<file path="config.mk">
export PLATFORM = sky130hd
export DESIGN_NAME = emifc_top
export DESIGN_NICKNAME = d
export VERILOG_FILES = /design/src/emifc_pkg.sv /design/src/emifc_clkgen.sv /design/src/emifc_top.sv
export SDC_FILE = /design/constraint.sdc
export NUM_CORES = 1
export LEC_CHECK = 0
export BUFFER_PORTS_ARGS = -buffer_cell sky130_fd_sc_hd__clkbuf_2
export CELL_PAD_IN_SITES_DETAIL_PLACEMENT = 0
export CELL_PAD_IN_SITES_GLOBAL_PLACEMENT = 2
export CORE_MARGIN = 8
export CORE_UTILIZATION = 29
export DETAILED_ROUTE_END_ITERATION = 6
export MAX_ROUTING_LAYER = met4
export PLACE_DENSITY = 0.89
export SETUP_SLACK_MARGIN = 0.4
export SKIP_CTS_REPAIR_TIMING = 1
export SYNTH_ARGS = -nofsm -noshare
export SYNTH_HDL_FRONTEND = slang
export SYNTH_SLANG_ARGS = --single-unit
export TNS_END_PERCENT = 1
</file>
<file path="constraint.sdc">
create_clock -name pclk -period 1.95 [get_ports pclk]
set_input_delay 0.2925 -clock pclk [delete_from_list [all_inputs] [get_ports pclk]]
set_output_delay 0.2925 -clock pclk [all_outputs]
set_load 0.05 [all_outputs]
</file>
<file path="src/emifc_pkg.sv">
// Constants, encodings and state types for the external memory control block
package emifc_pkg;

	// ----------------------------------------------------------------
	// Register map (APB byte addresses)
	// ----------------------------------------------------------------
	localparam logic [11:0] ADDR_CTRL = 12'h000;
	localparam logic [11:0] ADDR_STATUS = 12'h004;

	// Control register fields
	localparam int CTRL_DIV_LSB = 0; // Divided output clock ratio, 2 bits
	localparam int CTRL_RES_BIT = 2; // read_enable_select of the space_secondary_control
	localparam int CTRL_SDRAM_BIT = 3; // SDRAM fitted
	localparam int CTRL_GPO_BIT = 4; // Clock enable pin value when no SDRAM
	localparam int CTRL_SREF_BIT = 5; // Self-refresh request
	localparam int CTRL_BREQ_BIT = 6; // Software wants the bus while it is held
	localparam int CTRL_WIDTH = 7;
	localparam logic [6:0] CTRL_RESET = 7'h00;

	// Status register fields
	localparam int STAT_ACK_BIT = 0;
	localparam int STAT_SREF_BIT = 1;
	localparam int STAT_SRC_LSB = 2; // Clock source taken from the straps, 2 bits
	localparam int STAT_BUSY_BIT = 4;
	localparam int STAT_HREQ_BIT = 5;

	// ----------------------------------------------------------------
	// Clock sources and ratios
	// ----------------------------------------------------------------
	localparam logic [1:0] SRC_EXT = 2'h0;
	localparam logic [1:0] SRC_CPU4 = 2'h1;
	localparam logic [1:0] SRC_CPU6 = 2'h2;
	localparam logic [1:0] SRC_EXT_ALT = 2'h3;
	localparam logic [1:0] DIV_BY1 = 2'h0;
	localparam logic [1:0] DIV_BY2 = 2'h1;
	localparam logic [1:0] DIV_BY4 = 2'h2;
	localparam logic [2:0] CPU4_COUNT = 3'h4;
	localparam logic [2:0] CPU6_COUNT = 3'h6;

	// ----------------------------------------------------------------
	// Access types and timing, in ticks of the selected interface clock
	// ----------------------------------------------------------------
	localparam logic [1:0] MEM_ASYNC = 2'h0;
	localparam logic [1:0] MEM_SDRAM = 2'h1;
	localparam logic [1:0] MEM_SYNC = 2'h2;
	localparam logic [1:0] STROBE_TICKS = 2'h2;

	typedef enum logic [1:0] {
		ARB_OWN = 2'b00,
		ARB_DRAIN = 2'b01,
		ARB_FLOAT = 2'b10,
		ARB_HELD = 2'b11
	} emifc_arb_e;

	typedef enum logic [2:0] {
		SEQ_IDLE = 3'b000,
		SEQ_SETUP = 3'b001,
		SEQ_STROBE = 3'b010,
		SEQ_HOLD = 3'b011,
		SEQ_SREF = 3'b100
	} emifc_seq_e;

endpackage

</file>
<file path="src/emifc_clkgen.sv">
// Interface clock source selection and output clock generation
`timescale 1ns/1ns
module emifc_clkgen (
	input wire logic pclk, // System clock
	input wire logic presetn, // Asynchronous reset, active low
	input wire logic ext_if_clock_in, // External interface clock pin
	input wire logic [1:0] src, // Selected source
	input wire logic [1:0] div_sel, // Divided output ratio
	output logic ext_if_clock_out_full, // Output clock at source rate
	output logic ext_if_clock_out_div, // Output clock at divided rate
	output logic tick // One-cycle pulse on each source rising edge
);
	logic ext_meta;
	logic ext_sync;
	logic [2:0] cpu_cnt;
	logic src_level;
	logic src_prev;
	logic [1:0] div_cnt;

	// ----------------------------------------------------------------
	// Sources
	// ----------------------------------------------------------------
	// External pin is asynchronous, so two flops before any use
	always_ff @(posedge pclk or negedge presetn) begin
		if (!presetn) begin
			ext_meta <= 1'b0;
			ext_sync <= 1'b0;
		end else begin
			ext_meta <= ext_if_clock_in;
			ext_sync <= ext_meta;
		end
	end

	// Shared counter for the CPU/4 and CPU/6 sources
	always_ff @(posedge pclk or negedge presetn) begin
		if (!presetn) begin
			cpu_cnt <= 3'h0;
		end else if ((src == emifc_pkg::SRC_CPU4 && cpu_cnt == emifc_pkg::CPU4_COUNT - 3'h1) ||
				(src == emifc_pkg::SRC_CPU6 && cpu_cnt == emifc_pkg::CPU6_COUNT - 3'h1)) begin
			cpu_cnt <= 3'h0;
		end else begin
			cpu_cnt <= cpu_cnt + 3'h1;
		end
	end

	// Default and unused strap code fall back to the pin
	always_comb begin
		case (src)
			emifc_pkg::SRC_CPU4: src_level = (cpu_cnt < (emifc_pkg::CPU4_COUNT >> 1));
			emifc_pkg::SRC_CPU6: src_level = (cpu_cnt < (emifc_pkg::CPU6_COUNT >> 1));
			default: src_level = ext_sync;
		endcase
	end

	// ----------------------------------------------------------------
	// Outputs
	// ----------------------------------------------------------------
	// Full-rate clock follows the source level, no division
	always_ff @(posedge pclk or negedge presetn) begin
		if (!presetn) begin
			src_prev <= 1'b0;
			ext_if_clock_out_full <= 1'b0;
			tick <= 1'b0;
		end else begin
			src_prev <= src_level;
			ext_if_clock_out_full <= src_level;
			tick <= src_level & ~src_prev;
		end
	end

	// Divided clock: /1, /2 or /4 of the source
	always_ff @(posedge pclk or negedge presetn) begin
		if (!presetn) begin
			div_cnt <= 2'h0;
			ext_if_clock_out_div <= 1'b0;
		end else begin
			if (src_level & ~src_prev) begin
				div_cnt <= div_cnt + 2'h1;
			end
			case (div_sel)
				emifc_pkg::DIV_BY2: ext_if_clock_out_div <= div_cnt[0];
				emifc_pkg::DIV_BY4: ext_if_clock_out_div <= div_cnt[1];
				default: ext_if_clock_out_div <= src_level;
			endcase
		end
	end

endmodule

</file>
<file path="src/emifc_top.sv">
// External memory control side: bus arbitration, clocks and shared strobes
//
// Chosen here: the register addresses and the APB register port.
`timescale 1ns/1ns
module emifc_top (
	input wire logic pclk, // System clock, 10 MHz
	input wire logic presetn, // Asynchronous reset, active low
	input wire logic psel, // APB select
	input wire logic penable, // APB enable
	input wire logic pwrite, // APB direction
	input wire logic [11:0] paddr, // APB byte address
	input wire logic [31:0] pwdata, // APB write data
	output logic [31:0] prdata, // APB read data
	output logic pready, // APB ready
	output logic pslverr, // APB error on unmapped address
	input wire logic acc_req, // Internal access request
	input wire logic [1:0] acc_type, // Memory type of the access
	input wire logic acc_write, // Access is a write
	output logic acc_ready, // Request is taken this cycle
	output logic acc_done, // Access finished, one cycle
	input wire logic host_hold_request, // Hold request pin from host
	output logic host_hold_acknowledge, // Hold acknowledge pin
	output logic bus_request_out, // Bus request pin
	input wire logic [1:0] clock_select_straps, // Strap pins, read after reset
	input wire logic ext_if_clock_in, // External interface clock pin
	output logic ext_if_clock_out_full, // Output clock at source rate
	output logic ext_if_clock_out_div, // Output clock at divided rate
	output logic shared_read_strobe_n, // Read, column or sync strobe pin
	output logic shared_read_strobe_oe_n, // Its output enable, low drives
	output logic shared_output_strobe_n, // Output enable or row strobe pin
	output logic shared_output_strobe_oe_n, // Its output enable, low drives
	output logic shared_write_strobe_n, // Write enable pin
	output logic shared_write_strobe_oe_n, // Its output enable, low drives
	output logic sdram_clock_enable // SDRAM clock enable or general output
);
	logic [6:0] ctrl;
	logic hreq_meta;
	logic hreq_s;
	logic [1:0] strap_meta;
	logic [1:0] strap_sync;
	logic strap_taken;
	logic [1:0] clk_src;
	logic tick;
	logic released;
	logic in_sref;
	logic [1:0] phase_cnt;
	logic [1:0] cur_type;
	logic cur_write;
	logic [2:0] next_strobes;
	logic sref_start;
	logic apb_access;
	logic addr_ok;
	emifc_pkg::emifc_arb_e arb;
	emifc_pkg::emifc_seq_e seq;

	// ----------------------------------------------------------------
	// Strobe decode
	// ----------------------------------------------------------------
	// Returns asserted strobes {read/cas/sync, output/ras, write}, active high
	function automatic logic [2:0] strobe_decode(input emifc_pkg::emifc_seq_e st,
			input logic [1:0] mtype, input logic wr, input logic res);
		logic [2:0] s;
		s = 3'h0;
		case (st)
			emifc_pkg::SEQ_SETUP: begin
				if (mtype == emifc_pkg::MEM_SDRAM) begin
					s = 3'b010; // Row activate
				end else if (mtype == emifc_pkg::MEM_SYNC && !res) begin
					s = {1'b1, 1'b0, wr}; // Address strobe
				end
			end
			emifc_pkg::SEQ_STROBE: begin
				case (mtype)
					emifc_pkg::MEM_ASYNC: s = wr ? 3'b001 : 3'b110;
					emifc_pkg::MEM_SDRAM: s = {1'b1, 1'b0, wr}; // Column strobe
					emifc_pkg::MEM_SYNC: s = wr ? 3'b001 : {res, 2'b10};
					default: s = 3'h0;
				endcase
			end
			emifc_pkg::SEQ_SREF: s = 3'b110; // Self-refresh command
			default: s = 3'h0;
		endcase
		return s;
	endfunction

	// ----------------------------------------------------------------
	// Pin synchronisers and strap capture
	// ----------------------------------------------------------------
	always_ff @(posedge pclk or negedge presetn) begin
		if (!presetn) begin
			hreq_meta <= 1'b0;
			hreq_s <= 1'b0;
		end else begin
			hreq_meta <= host_hold_request;
			hreq_s <= hreq_meta;
		end
	end

	// Strap flops run through reset, so the pins have settled by release
	always_ff @(posedge pclk) begin
		strap_meta <= clock_select_straps;
		strap_sync <= strap_meta;
	end

	// Straps are caught once, after the synchroniser has filled
	always_ff @(posedge pclk or negedge presetn) begin
		if (!presetn) begin
			strap_taken <= 1'b0;
			clk_src <= emifc_pkg::SRC_EXT;
		end else if (!strap_taken) begin
			strap_taken <= 1'b1;
			clk_src <= strap_sync;
		end
	end

	emifc_clkgen u_clkgen (
		.pclk(pclk),
		.presetn(presetn),
		.ext_if_clock_in(ext_if_clock_in),
		.src(clk_src),
		.div_sel(ctrl[emifc_pkg::CTRL_DIV_LSB +: 2]),
		.ext_if_clock_out_full(ext_if_clock_out_full),
		.ext_if_clock_out_div(ext_if_clock_out_div),
		.tick(tick)
	);

	// ----------------------------------------------------------------
	// APB slave, zero wait states
	// ----------------------------------------------------------------
	assign apb_access = psel & penable;
	assign addr_ok = (paddr == emifc_pkg::ADDR_CTRL) || (paddr == emifc_pkg::ADDR_STATUS);
	assign pready = 1'b1;
	assign pslverr = apb_access & ~addr_ok;

	always_ff @(posedge pclk or negedge presetn) begin
		if (!presetn) begin
			ctrl <= emifc_pkg::CTRL_RESET;
		end else if (apb_access && pwrite && paddr == emifc_pkg::ADDR_CTRL) begin
			ctrl <= pwdata[emifc_pkg::CTRL_WIDTH-1:0];
		end
	end

	// Read data is registered; status bits are sampled at the setup cycle
	always_ff @(posedge pclk or negedge presetn) begin
		if (!presetn) begin
			prdata <= 32'h0000_0000;
		end else if (psel && !penable && !pwrite) begin
			prdata <= 32'h0000_0000;
			if (paddr == emifc_pkg::ADDR_CTRL) begin
				prdata[emifc_pkg::CTRL_WIDTH-1:0] <= ctrl;
			end else if (paddr == emifc_pkg::ADDR_STATUS) begin
				prdata[emifc_pkg::STAT_ACK_BIT] <= host_hold_acknowledge;
				prdata[emifc_pkg::STAT_SREF_BIT] <= in_sref;
				prdata[emifc_pkg::STAT_SRC_LSB +: 2] <= clk_src;
				prdata[emifc_pkg::STAT_BUSY_BIT] <= (seq != emifc_pkg::SEQ_IDLE);
				prdata[emifc_pkg::STAT_HREQ_BIT] <= hreq_s;
			end
		end
	end

	// ----------------------------------------------------------------
	// Hold arbitration
	// ----------------------------------------------------------------
	// The host keeps its request up for the whole tenure
	always_ff @(posedge pclk or negedge presetn) begin
		if (!presetn) begin
			arb <= emifc_pkg::ARB_OWN;
		end else begin
			case (arb)
				emifc_pkg::ARB_OWN: if (hreq_s) arb <= emifc_pkg::ARB_DRAIN;
				emifc_pkg::ARB_DRAIN: begin
					if (!hreq_s) begin
						arb <= emifc_pkg::ARB_OWN;
					end else if (seq == emifc_pkg::SEQ_IDLE) begin
						arb <= emifc_pkg::ARB_FLOAT; // Access finished first
					end
				end
				emifc_pkg::ARB_FLOAT: arb <= emifc_pkg::ARB_HELD;
				emifc_pkg::ARB_HELD: if (!hreq_s) arb <= emifc_pkg::ARB_OWN;
				default: arb <= emifc_pkg::ARB_OWN;
			endcase
		end
	end

	// Outputs float one cycle before the acknowledge rises
	always_ff @(posedge pclk or negedge presetn) begin
		if (!presetn) begin
			released <= 1'b0;
			host_hold_acknowledge <= 1'b0;
			bus_request_out <= 1'b0;
		end else begin
			released <= hreq_s && (arb == emifc_pkg::ARB_FLOAT || arb == emifc_pkg::ARB_HELD ||
				(arb == emifc_pkg::ARB_DRAIN && seq == emifc_pkg::SEQ_IDLE));
			host_hold_acknowledge <= hreq_s && (arb == emifc_pkg::ARB_FLOAT ||
				arb == emifc_pkg::ARB_HELD);
			// Pending work or software asks for the bus back
			bus_request_out <= hreq_s && arb == emifc_pkg::ARB_HELD &&
				(acc_req || ctrl[emifc_pkg::CTRL_BREQ_BIT]);
		end
	end

	// ----------------------------------------------------------------
	// Access sequencer
	// ----------------------------------------------------------------
	// New work only while the bus is ours and SDRAM is awake
	assign acc_ready = (seq == emifc_pkg::SEQ_IDLE) && (arb == emifc_pkg::ARB_OWN) &&
		!hreq_s && !in_sref && !ctrl[emifc_pkg::CTRL_SREF_BIT];
	assign sref_start = (seq == emifc_pkg::SEQ_IDLE) && (arb == emifc_pkg::ARB_OWN) &&
		!hreq_s && !in_sref && ctrl[emifc_pkg::CTRL_SREF_BIT] &&
		ctrl[emifc_pkg::CTRL_SDRAM_BIT];

	always_ff @(posedge pclk or negedge presetn) begin
		if (!presetn) begin
			seq <= emifc_pkg::SEQ_IDLE;
			phase_cnt <= 2'h0;
			cur_type <= emifc_pkg::MEM_ASYNC;
			cur_write <= 1'b0;
		end else begin
			case (seq)
				emifc_pkg::SEQ_IDLE: begin
					if (acc_ready && acc_req) begin
						seq <= emifc_pkg::SEQ_SETUP;
						cur_type <= acc_type;
						cur_write <= acc_write;
					end else if (sref_start) begin
						seq <= emifc_pkg::SEQ_SREF;
					end
				end
				emifc_pkg::SEQ_SETUP: begin
					if (tick) begin
						seq <= emifc_pkg::SEQ_STROBE;
						phase_cnt <= emifc_pkg::STROBE_TICKS - 2'h1;
					end
				end
				emifc_pkg::SEQ_STROBE: begin
					if (tick) begin
						if (phase_cnt == 2'h0) begin
							seq <= emifc_pkg::SEQ_HOLD;
						end else begin
							phase_cnt <= phase_cnt - 2'h1;
						end
					end
				end
				emifc_pkg::SEQ_HOLD: if (tick) seq <= emifc_pkg::SEQ_IDLE;
				emifc_pkg::SEQ_SREF: if (tick) seq <= emifc_pkg::SEQ_IDLE;
				default: seq <= emifc_pkg::SEQ_IDLE;
			endcase
		end
	end

	// One-cycle completion pulse as the hold phase ends
	always_ff @(posedge pclk or negedge presetn) begin
		if (!presetn) begin
			acc_done <= 1'b0;
		end else begin
			acc_done <= (seq == emifc_pkg::SEQ_HOLD) && tick;
		end
	end

	// ----------------------------------------------------------------
	// Self-refresh and clock enable
	// ----------------------------------------------------------------
	// Entered after the command tick, left when software drops the request
	always_ff @(posedge pclk or negedge presetn) begin
		if (!presetn) begin
			in_sref <= 1'b0;
		end else if (seq == emifc_pkg::SEQ_SREF && tick) begin
			in_sref <= 1'b1;
		end else if (!ctrl[emifc_pkg::CTRL_SREF_BIT] || !ctrl[emifc_pkg::CTRL_SDRAM_BIT]) begin
			in_sref <= 1'b0;
		end
	end

	// Without SDRAM the pin is a software output
	always_ff @(posedge pclk or negedge presetn) begin
		if (!presetn) begin
			sdram_clock_enable <= 1'b1;
		end else if (!ctrl[emifc_pkg::CTRL_SDRAM_BIT]) begin
			sdram_clock_enable <= ctrl[emifc_pkg::CTRL_GPO_BIT];
		end else begin
			sdram_clock_enable <= !(in_sref || seq == emifc_pkg::SEQ_SREF);
		end
	end

	// ----------------------------------------------------------------
	// Shared strobe pins
	// ----------------------------------------------------------------
	assign next_strobes = strobe_decode(seq, cur_type, cur_write, ctrl[emifc_pkg::CTRL_RES_BIT]);

	// Registered so the pins never glitch between phases
	always_ff @(posedge pclk or negedge presetn) begin
		if (!presetn) begin
			shared_read_strobe_n <= 1'b1;
			shared_output_strobe_n <= 1'b1;
			shared_write_strobe_n <= 1'b1;
		end else begin
			shared_read_strobe_n <= ~next_strobes[2];
			shared_output_strobe_n <= ~next_strobes[1];
			shared_write_strobe_n <= ~next_strobes[0];
		end
	end

	// Pins float while the host owns the bus
	assign shared_read_strobe_oe_n = released;
	assign shared_output_strobe_oe_n = released;
	assign shared_write_strobe_oe_n = released;
endmodule

</file>
Word-level counts from Yosys, hierarchy flattened
Cells that the tools add are included.
Widths: inputs -> output; s select.
{"block": "word_totals", "mem_bits_rw": 0, "ff_bits": 52, "n_memories": 0, "in_bits": 57, "romBits": 0, "latch_bits": 0, "output_inout_bits": 47, "wordCells": 147}
{"block": "op_classes", "mux": 31, "reduce_logical": 49, "mul": 0, "n_lt_le_gt_ge": 2, "bitwise_logic": 8, "shifts": 0, "n_eq_ne": 25, "add_sub_neg": 3, "n_div": 0}
{"op": "$mux 3", "n": 11}
{"op": "$logic_and 1x1->1", "n": 21}
{"op": "$pmux 3 s3", "n": 2}
{"op": "$mux 2", "n": 7}
{"op": "$eq 12x3->1 const B", "n": 1}
{"op": "$logic_not 12->1", "n": 1}
{"op": "$mux 6", "n": 2}
{"op": "$pmux 3 s4", "n": 1}
{"op": "$eq 2x2->1 const B", "n": 5}
{"op": "$eq 3x2->1 const B", "n": 3}
{"op": "$eq 2x1->1 const B", "n": 4}
{"op": "$logic_not 1->1", "n": 8}
{"op": "$ne 2x2->1 const B", "n": 4}
{"op": "$pmux 2 s4", "n": 1}
{"op": "$logic_or 1x1->1", "n": 7}
{"op": "$eq 3x3->1 const B", "n": 2}
{"op": "$logic_not 2->1", "n": 3}
{"op": "$lt 3x2->1 const B", "n": 2}
{"op": "$ne 2x1->1 const B", "n": 3}
{"op": "$not 1->1", "n": 5}
{"op": "$reduce_and 5->1", "n": 1}
{"op": "$mux 1", "n": 4}
{"op": "$pmux 1 s2", "n": 2}
{"op": "$pmux 2 s2", "n": 1}
{"op": "other kinds (14)", "n": 17}

Logic depth before layout (Yosys ltp)
Gate-level depths: netlist of the first run.
{"block": "depth", "word_depth": 9, "depth_mapped": 6, "depth_no_buf": 6}

Cells and area by module
A second synthesis of the first run with hierarchy kept.
{"block": "unflattened", "cells_unflattened": 225, "area_unflattened_um2": 2556.2}
{"module": "emifc_top", "n_inst": 1, "cells_each": 182, "seq_area_each_um2": 1036.0, "area_each_um2": 2067.0}
{"module": "emifc_clkgen", "n_inst": 1, "cells_each": 43, "seq_area_each_um2": 250.2, "area_each_um2": 489.2}

Worst setup path before layout of the first run
No wires, ideal clock.
{"block": "synth_path", "path_type": "register to output", "startpoint": "register seq[1]", "endpoint": "output port acc_ready", "path_stages_with_launch": 5, "arrival_ps": 1687, "t_required_ps": 1657, "path_slack_ps": -30, "path_cell_list": "dfrtp_1 clkbuf_1 nor3_1 nand2_1 nor2_1"}
{"block": "synth_via", "elab_chain_cells": 5}
{"item": "start: declaration", "line_no": "emifc_top.sv:54", "rtl": "emifc_pkg::emifc_seq_e seq;"}
{"item": "start signal: assignment", "line_no": "emifc_top.sv:214", "rtl": "seq <= emifc_pkg::SEQ_IDLE;"}
{"item": "start signal: assignment", "line_no": "emifc_top.sv:222", "rtl": "seq <= emifc_pkg::SEQ_SETUP;"}
{"item": "start signal: assignment", "line_no": "emifc_top.sv:226", "rtl": "seq <= emifc_pkg::SEQ_SREF;"}
{"item": "$logic_not 3->1", "line_no": "emifc_top.sv:206", "rtl": "assign acc_ready = (seq == emifc_pkg::SEQ_IDLE) && (arb == emifc_pkg::ARB_OWN) &&"}
{"item": "$logic_and 1x1->1 (2 in a row)", "line_no": "emifc_top.sv:206"}
{"item": "$logic_and 1x1->1 (2 in a row)", "line_no": "emifc_top.sv:207", "rtl": "!hreq_s && !in_sref && !ctrl[emifc_pkg::CTRL_SREF_BIT];"}
{"item": "end: declaration", "line_no": "emifc_top.sv:19", "rtl": "output logic acc_ready,"}
Every way passes these cells.

==> results by group, run 1 <==
Power
  • Net switching power: 1.355 mW
  • Clk pwr share: 0.176
  • VDD IR max: 0.0003387 V
  • Sw frac: 0.3970
  • Power density over the cells: 1132 nW/um^2
  • Sequential power share: 0.433
  • Comb pwr share: 0.391
  • Internal power: 2.058 mW
  • Lkg Pwr: 1.510 nW

Placed design
  • Post-DP HPWL: 4060 microns
  • Post-Place Worst Slack: 0.07728 ns
  • IO Port Bufs: 52
  • Number of cells after detailed placement: 387
  • Placer congestion estimate: 0.7122

Flow run
  • Max cap viols: 0

Setup path
  • Internal reg-to-reg setup slack: 0.30 ns
  • FF-to-FF Start: clk_src[0]
  • Worst Reg-to-Reg Cells: 7
  • Worst r2r dst: u_clkgen.div_cnt[1]
  • Arr. time, crit path: 1.42 ns
  • Crit path buffers/inverters: 1
  • Worst Path Max Fanout: 2
  • Delay of the slowest cell on the worst path: 0.43 ns
  • Setup CP Type: flip-flop to primary output
  • Crit-path leading delay family: simple AND/OR/NAND/NOR gates
  • CP Cell Sequence: nor4_4 -> nand2_1 -> nor2_2 -> buf_6
  • Slowest CP cell: dfrtp_1
  • Critical path required time: 1.66 ns
  • Crit end category: primary output
  • Critical Path Start Type: flip-flop
  • Cell depth of the worst setup path: 4

STA
  • Post-layout minimum cycle time: 1.709 ns
  • Max Clk Rate: 585.1 MHz
  • Final Skew: 0.01430 ns
  • Slew @ Worst Pin: 0.6136 ns
  • Final Hold Fails: 0
  • Max Slew Vio Count: 0
  • Final setup fails: 0
  • Headroom to the max-slew limit: 0.5909
  • Final period util: 0.8764
  • Final worst-path setup slack: 0.2410 ns
  • RSZ-0062 raised after global routing: true

Floorplan
  • Die W: 109.3 microns
  • Die Y: 109.3 microns
  • I/O pins: 104
  • Core area: 8593 sq um
  • Die Area: 11950 sq um
  • Rows: 34
  • Starting density of the core: 0.2938

Clock tree
  • CTS max path bufs: 2
  • CTS tree: yes
  • CTS Buf Count: 5
  • Worst-Skew Late Latency: 0.30 ns
  • H-tree depth: 2
  • # clock sinks: 52
  • Clk root buf: clkbuf_8
  • Clk slew on worst S/H paths: 0.10 ns

Finish
  • Layout Nets: 358
  • Share of layout cells above drive strength 1: 0.3435
  • Antenna cells: 0
  • Area of the multi-input gates: 1065 sq um
  • Fillers: 900
  • Non-filler instance count after layout: 402
  • Final Util: 0.3509
  • Most frequent cells in the layout: clkbuf_2 (51), dfrtp_1 (42), conb_1 (27)
  • Area growth, synth to finish: 19.43%
  • Most common cell after layout, fill and taps aside: clkbuf_2
  • FF+latch area: 1289 sq um

Synth
  • XOR/XNOR Fraction of Synth Area: 0.01041
  • EDFF count, synth: 0
  • Post-synthesis sequential area ratio: 0.5094
  • Syn Inst Count: 229
  • Synth Area in Compound Gates: 0.1095
  • Mapped Avg Cell Area: 11.03 sq um
  • Cell area after synthesis: 2525 sq um
  • Synth Register Bits: 52
  • Largest family of logic cells by synthesized area: buffers and inverters
  • Yosys warnings: 0
  • Simple-gate share of the synthesized area: 0.1130
  • Netlist cell types: 46
  • Prevailing post-synth register cell: dfrtp_1
  • Adder-Cell Fraction of Synth Area: 0.03964
  • Mux contribution to synthesized area: 0.09267
  • Async S/R FF share, synth: 0.9231

Hold path
  • Min-Delay Path Class: input port to asynchronous set/reset pin

Global routing
  • First-pass GRT wire length: 8852 microns
  • GRT Resource Usage Total: 0.09626
  • Total congestion overflow: 0
  • Largest net degree at the start of global routing: 49
  • Vias in the first global route: 1834
  • Antenna violations before repair: 0

Status
  • Run status: finished, final reports clean

Drt
  • Avg WL per Cell: 13.26 microns
  • Vias per inst: 4.308
  • First-iteration detailed-routing DRC count: 88
  • Via Count: 1732
  • Drt total wl: 5331 microns
  • Drt first pass iters: 4
  • DRT antenna net count: 0
  • Drc violations: 0
Yosys cell counts (all sizes together) (4+ instances only):
library cell / number / area [sq um]
mux2i: 5 / 50.05
ha: 8 / 100.1
a31oi: 4 / 25.02
a21oi: 9 / 45.04
dfxtp: 4 / 80.08
dfrtp: 44 / 1101
buf: 30 / 226.5
nor3: 4 / 20.02
dfstp: 4 / 105.1
mux2: 14 / 183.9
clkbuf: 4 / 15.01
inv: 18 / 67.56
nor2: 15 / 56.30
o21ai: 5 / 25.02
nand2: 13 / 48.80
o31ai: 7 / 52.55
nand2b: 6 / 37.54
worst max-delay path by stage:
| stage | endpoint | from |
|---|---|---|
| 5_1_grt | acc_ready | hreq_s |
| 3_5_place_dp | ctrl[3] | paddr[9] |
| 2_1_floorplan | ctrl[0] | paddr[6] |
| 4_1_cts | acc_ready | in_sref |
| 6_report | acc_ready | flip-flop |
| 3_3_place_gp | ctrl[4] | paddr[6] |
power groups by stage:
stage / Sequential (mW) / Combinational [mW] / Clock, mW
3_3_place_gp: 1.48 / 1.22 / 0
6_report: 1.48 / 1.33 / 0.602
2_1_floorplan: 1.62 / 0.845 / 0
4_1_cts: 1.47 / 1.25 / 0.624
5_1_grt: 1.51 / 1.48 / 0.667
3_5_place_dp: 1.49 / 1.25 / 0
per-stage QoR:
| step | TNS (ns) | hold slack (ns) | power [mW] | cell area [sq um] |
|---|---|---|---|---|
| finish | 0 | 0.07534 | 3.413 | 3015 |
| global route | 0 | 0.07101 | 3.656 | 3015 |
| CTS | -0.04897 | 0.08040 | 3.345 | 2933 |
| detailed placement | 0 | 0.3121 | 2.738 | 2845 |
| global placement | 0 | 0.3112 | 2.704 | 2845 |
| floorplan | 0 | -0.003091 | 2.465 | 2639 |
cell families after synthesis:
kind of cell | Yosys count
multiplexers | 19
AO/OA/AOI/OAI | 40
XOR/XNOR | 3
adder cells (fa/ha/maj) | 8
buffers and inverters | 52
flip-flops | 52
AND/OR/NAND/NOR | 53
other | 2
registers in the layout, summed over array words and instances, names as in the netlist, 3 cells and up, named ones only:
| signal | count |
|---|---|
| ctrl | 7 |
| prdata | 7 |
| seq | 3 |
| u_clkgen.cpu_cnt | 3 |
area by class of cell:
class / count / share of cell area
sequential: 52 / 0.4274
inverter: 18 / 0.02241
multi-input combinational: 150 / 0.3531
tap: 108 / 0.04481
clock buffer: 5 / 0.02282
timing repair buffer: 66 / 0.1232
clock inverter: 3 / 0.006224
per-layer routing:
metal	up-vias	GRT usage	part of all wire
met5	-	-	0
met2	45	0.1534	0.49
li1	860	-	-
met1	822	0.1181	0.46
met3	5	0.02931	0.048
met4	0	0.02025	0.0079
No activity file was read; power rests on OpenSTA's default activity.
==> run 2, diff against run 1 <==
--- a/config.mk
+++ b/config.mk
@@ -5,14 +5,15 @@
 export SDC_FILE = /design/constraint.sdc
 export NUM_CORES = 1
 export LEC_CHECK = 0
+export ABC_AREA = 1
 export BUFFER_PORTS_ARGS = -buffer_cell sky130_fd_sc_hd__clkbuf_2
 export CELL_PAD_IN_SITES_DETAIL_PLACEMENT = 0
 export CELL_PAD_IN_SITES_GLOBAL_PLACEMENT = 2
-export CORE_MARGIN = 8
-export CORE_UTILIZATION = 29
+export CORE_MARGIN = 2
+export CORE_UTILIZATION = 27
 export DETAILED_ROUTE_END_ITERATION = 6
 export MAX_ROUTING_LAYER = met4
-export PLACE_DENSITY = 0.89
+export PLACE_DENSITY = 0.88
 export SETUP_SLACK_MARGIN = 0.4
 export SKIP_CTS_REPAIR_TIMING = 1
 export SYNTH_ARGS = -nofsm -noshare
==> run 2 against run 1 <==
  * Clock skew fell by 0.0061 ns
  * Synthesized cell count rose by 31%
  * Cell count rose by 24%
  * Synthesized area rose by 3.0%
  * Critical endpoint unchanged
  * Largest cell class unchanged
==> results by group, run 2 <==
Clock tree
  • H-tree depth: 2 (unchanged)
  • CTS tree: yes (unchanged)
  • # clock sinks: 52 (unchanged)
  • CTS Buf Count: 5 (unchanged)
  • Clk root buf: clkbuf_8 (unchanged)
  • Clk slew on worst S/H paths: 0.10 ns (about the same)
  • Worst-Skew Late Latency: 0.31 ns (was 0.30 ns)
  • CTS max path bufs: 2 (unchanged)

Placed design
  • Number of cells after detailed placement: 482 (was 387)
  • IO Port Bufs: 52 (unchanged)
  • Post-Place Worst Slack: 0.3938 ns (was 0.07728 ns)
  • Placed cell areas: 2937 sq um (was 2845 sq um)
  • Post-DP HPWL: 3904 microns (was 4060 microns)
  • Placer congestion estimate: 0.7604 (was 0.7122)

STA
  • Worst hold slack: 0.06859 ns (was 0.07534 ns)
  • Post-layout minimum cycle time: 1.680 ns (was 1.709 ns)
  • Max Clk Rate: 595.1 MHz (was 585.1 MHz)
  • Headroom to the max-slew limit: 0.5961 (was 0.5909)
  • Final period util: 0.8617 (was 0.8764)
  • Final Skew: 0.008217 ns (was 0.01430 ns)
  • Max Slew Vio Count: 0 (unchanged)
  • Setup TNS: 0 ns (unchanged)
  • Final worst-path setup slack: 0.2697 ns (was 0.2410 ns)
  • Final Hold Fails: 0 (unchanged)
  • Slew @ Worst Pin: 0.6059 ns (was 0.6136 ns)
  • RSZ-0062 raised after global routing: true (unchanged)
  • Final setup fails: 0 (unchanged)

Synth
  • Synth top area share: 0.4233 (was 0.4361)
  • Yosys warnings: 0 (unchanged)
  • Prevailing post-synth register cell: dfrtp_1 (unchanged)
  • EDFF count, synth: 0 (unchanged)
  • Commonest cells in the netlist: nand2_1 (70), dfrtp_1 (44), inv_1 (41) (was dfrtp_1 (44), buf_4 (28), inv_1 (18))
  • Synth Register Bits: 52 (unchanged)
  • Area leader, netlist: dfrtp_1 (unchanged)
  • Top post-synthesis cells by area: dfrtp_1 (42%), nand2_1 (10%), buf_4 (8.1%), inv_1 (5.9%), dfstp_2 (4.0%) (was dfrtp_1 (44%), buf_4 (8.3%), dfstp_2 (4.2%), mux2_4 (4.2%), ha_1 (4.0%))
  • Async S/R FF share, synth: 0.9231 (unchanged)
  • Most common cell in the netlist: nand2_1 (was dfrtp_1)
  • Post-synthesis sequential area ratio: 0.4945 (was 0.5094)
  • Mapped Avg Cell Area: 8.642 sq um (was 11.03 sq um)
  • Syn Inst Count: 301 (was 229)
  • Cell area after synthesis: 2601 sq um (was 2525 sq um)
  • Netlist cell types: 32 (was 46)

Setup path
  • Crit end category: primary output (unchanged)
  • Worst Path Max Fanout: 3 (was 2)
  • Critical path required time: 1.66 ns (about the same)
  • Worst r2r dst: u_clkgen.div_cnt[0] (was u_clkgen.div_cnt[1])
  • Critical Path Start Type: flip-flop (unchanged)
  • Arr. time, crit path: 1.39 ns (was 1.42 ns)
  • Internal reg-to-reg setup slack: 0.46 ns (was 0.30 ns)
  • FF-to-FF Start: clk_src[0] (unchanged)
  • Worst Reg-to-Reg Cells: 7 (unchanged)
  • Setup CP Type: flip-flop to primary output (unchanged)

Floorplan
  • Die Area: 10440 sq um (was 11950 sq um)
  • I/O pins: 104 (unchanged)
  • Die Y: 102.2 microns (was 109.3 microns)
  • Starting density of the core: 0.2802 (was 0.2938)
  • Rows: 35 (was 34)
  • Core area: 9284 sq um (was 8593 sq um)
  • Die W: 102.2 microns (was 109.3 microns)

Finish
  • Top flop regs: ctrl x7, prdata x7 (unchanged)
  • Non-filler instance count after layout: 497 (was 402)
  • Layout Cell Area excl Fill: 3127 sq um (was 3015 sq um)
  • Final Util: 0.3368 (was 0.3509)
  • Layout Nets: 432 (was 358)
  • FF+latch area: 1287 sq um (was 1289 sq um)
  • Most common cell after layout, fill and taps aside: nand2_1 (was clkbuf_2)
  • Antenna cells: 0 (unchanged)
  • Share of layout cells above drive strength 1: 0.2880 (was 0.3435)
  • Area growth, synth to finish: 20.20% (was 19.43%)
  • Area of the multi-input gates: 1049 sq um (was 1065 sq um)
  • Fillers: 1013 (was 900)
  • Most frequent cells in the layout: nand2_1 (67), clkbuf_2 (51), dfrtp_1 (43) (was clkbuf_2 (51), dfrtp_1 (42), conb_1 (27))

Global routing
  • Vias in the first global route: 1846 (was 1834)
  • Total congestion overflow: 0 (unchanged)
  • Antenna violations before repair: 0 (unchanged)
  • Largest net degree at the start of global routing: 49 (unchanged)
  • First-pass GRT wire length: 8418 microns (was 8852 microns)
  • GRT Resource Usage Total: 0.1070 (was 0.09626)

Power
  • Sequential power share: 0.417 (was 0.433)
  • Lkg Pwr: 1.700 nW (was 1.510 nW)
  • Sw frac: 0.4026 (was 0.3970)
  • Net switching power: 1.367 mW (was 1.355 mW)
  • Clk pwr share: 0.224 (was 0.176)
  • Internal power: 2.029 mW (was 2.058 mW)
  • Power density over the cells: 1086 nW/um^2 (was 1132 nW/um^2)
  • Comb pwr share: 0.359 (was 0.391)
  • VDD IR max: 0.0004800 V (was 0.0003387 V)
  • Pwr Total: 3.396 mW (was 3.413 mW)

Drt
  • Via Count: 1949 (was 1732)
  • First-iteration detailed-routing DRC count: 75 (was 88)
  • Avg WL per Cell: 10.17 microns (was 13.26 microns)
  • Drt first pass iters: 4 (unchanged)
  • Drt total wl: 5053 microns (was 5331 microns)
  • Drc violations: 0 (unchanged)
  • Vias per inst: 3.922 (was 4.308)
  • DRT antenna net count: 0 (unchanged)

Status
  • Run status: finished, final reports clean (unchanged)

Flow run
  • Max cap viols: 0 (unchanged)

Hold path
  • Min-Delay Path Class: input port to asynchronous set/reset pin (unchanged)
-- run 2: cell count changes after synthesis, moves of 5 or more --
cell / previous run / this run
nand2_1: 13 / 70
inv_1: 18 / 41
nand3_1: 0 / 21
nor2_1: 15 / 26
mux2_2: 7 / 0
mux2_4: 7 / 0
nand2b_1: 6 / 0
mux2i_1: 5 / 0
o21ai_0: 5 / 10
o31ai_1: 7 / 2
-- run 2: worst max path at each step --
| stage | start | end | depth (start not counted) |
|---|---|---|---|
| final | hreq_s | acc_ready | 6 |
| after global routing | in_sref | acc_ready | 6 |
| after CTS | hreq_s | acc_ready | 6 |
| after detailed placement | paddr[11] | pslverr | 8 |
| after global placement | paddr[11] | pslverr | 8 |
| after floorplan | paddr[7] | pslverr | 6 |
-- run 2: final cells by class --
cell class,count,area share
Clock inverter,3,0.01481
Clock buffer,5,0.02201
Multi-Input combinational cell,201,0.3353
Timing Repair Buffer,63,0.1116
Inverter,44,0.05282
Tap cell,129,0.05162
Sequential cell,52,0.4118
-- run 2: worst max-delay path: stages (launching register included) --
cell     delay [ns]
dfrtp_1        0.42
inv_2          0.07
nand2_2        0.06
nor2_4         0.13
inv_2          0.05
nor3_4         0.17
buf_6          0.18
-- run 2: cells by family (layout without fill, tap and decap cells) --
group / Yosys count / in the layout / synth area share
and+or+nand+nor: 133 / 133 / 0.2314
buffers and inverters: 73 / 115 / 0.1486
DFF: 52 / 52 / 0.4945
AOI/OAI and AO/OA: 31 / 31 / 0.07744
adders and majority gates: 8 / 8 / 0.03848
other: 2 / 27 / 0.002887
xor gates and xnor gates: 2 / 2 / 0.006735
-- run 2: power by group through the flow --
stage	Combinational, mW	Clock, mW	Sequential [mW]
after floorplan	0.811	0	1.56
after global placement	1.12	0	1.43
after detailed placement	1.14	0	1.44
after CTS	1.15	0.793	1.42
after global routing	1.37	0.823	1.45
final	1.22	0.761	1.42
-- run 2: layer usage --
layer,part of all wire,GRT usage
met5,0,-
met4,0.016,0.03692
met3,0.055,0.02599
met2,0.45,0.1609
met1,0.48,0.1413
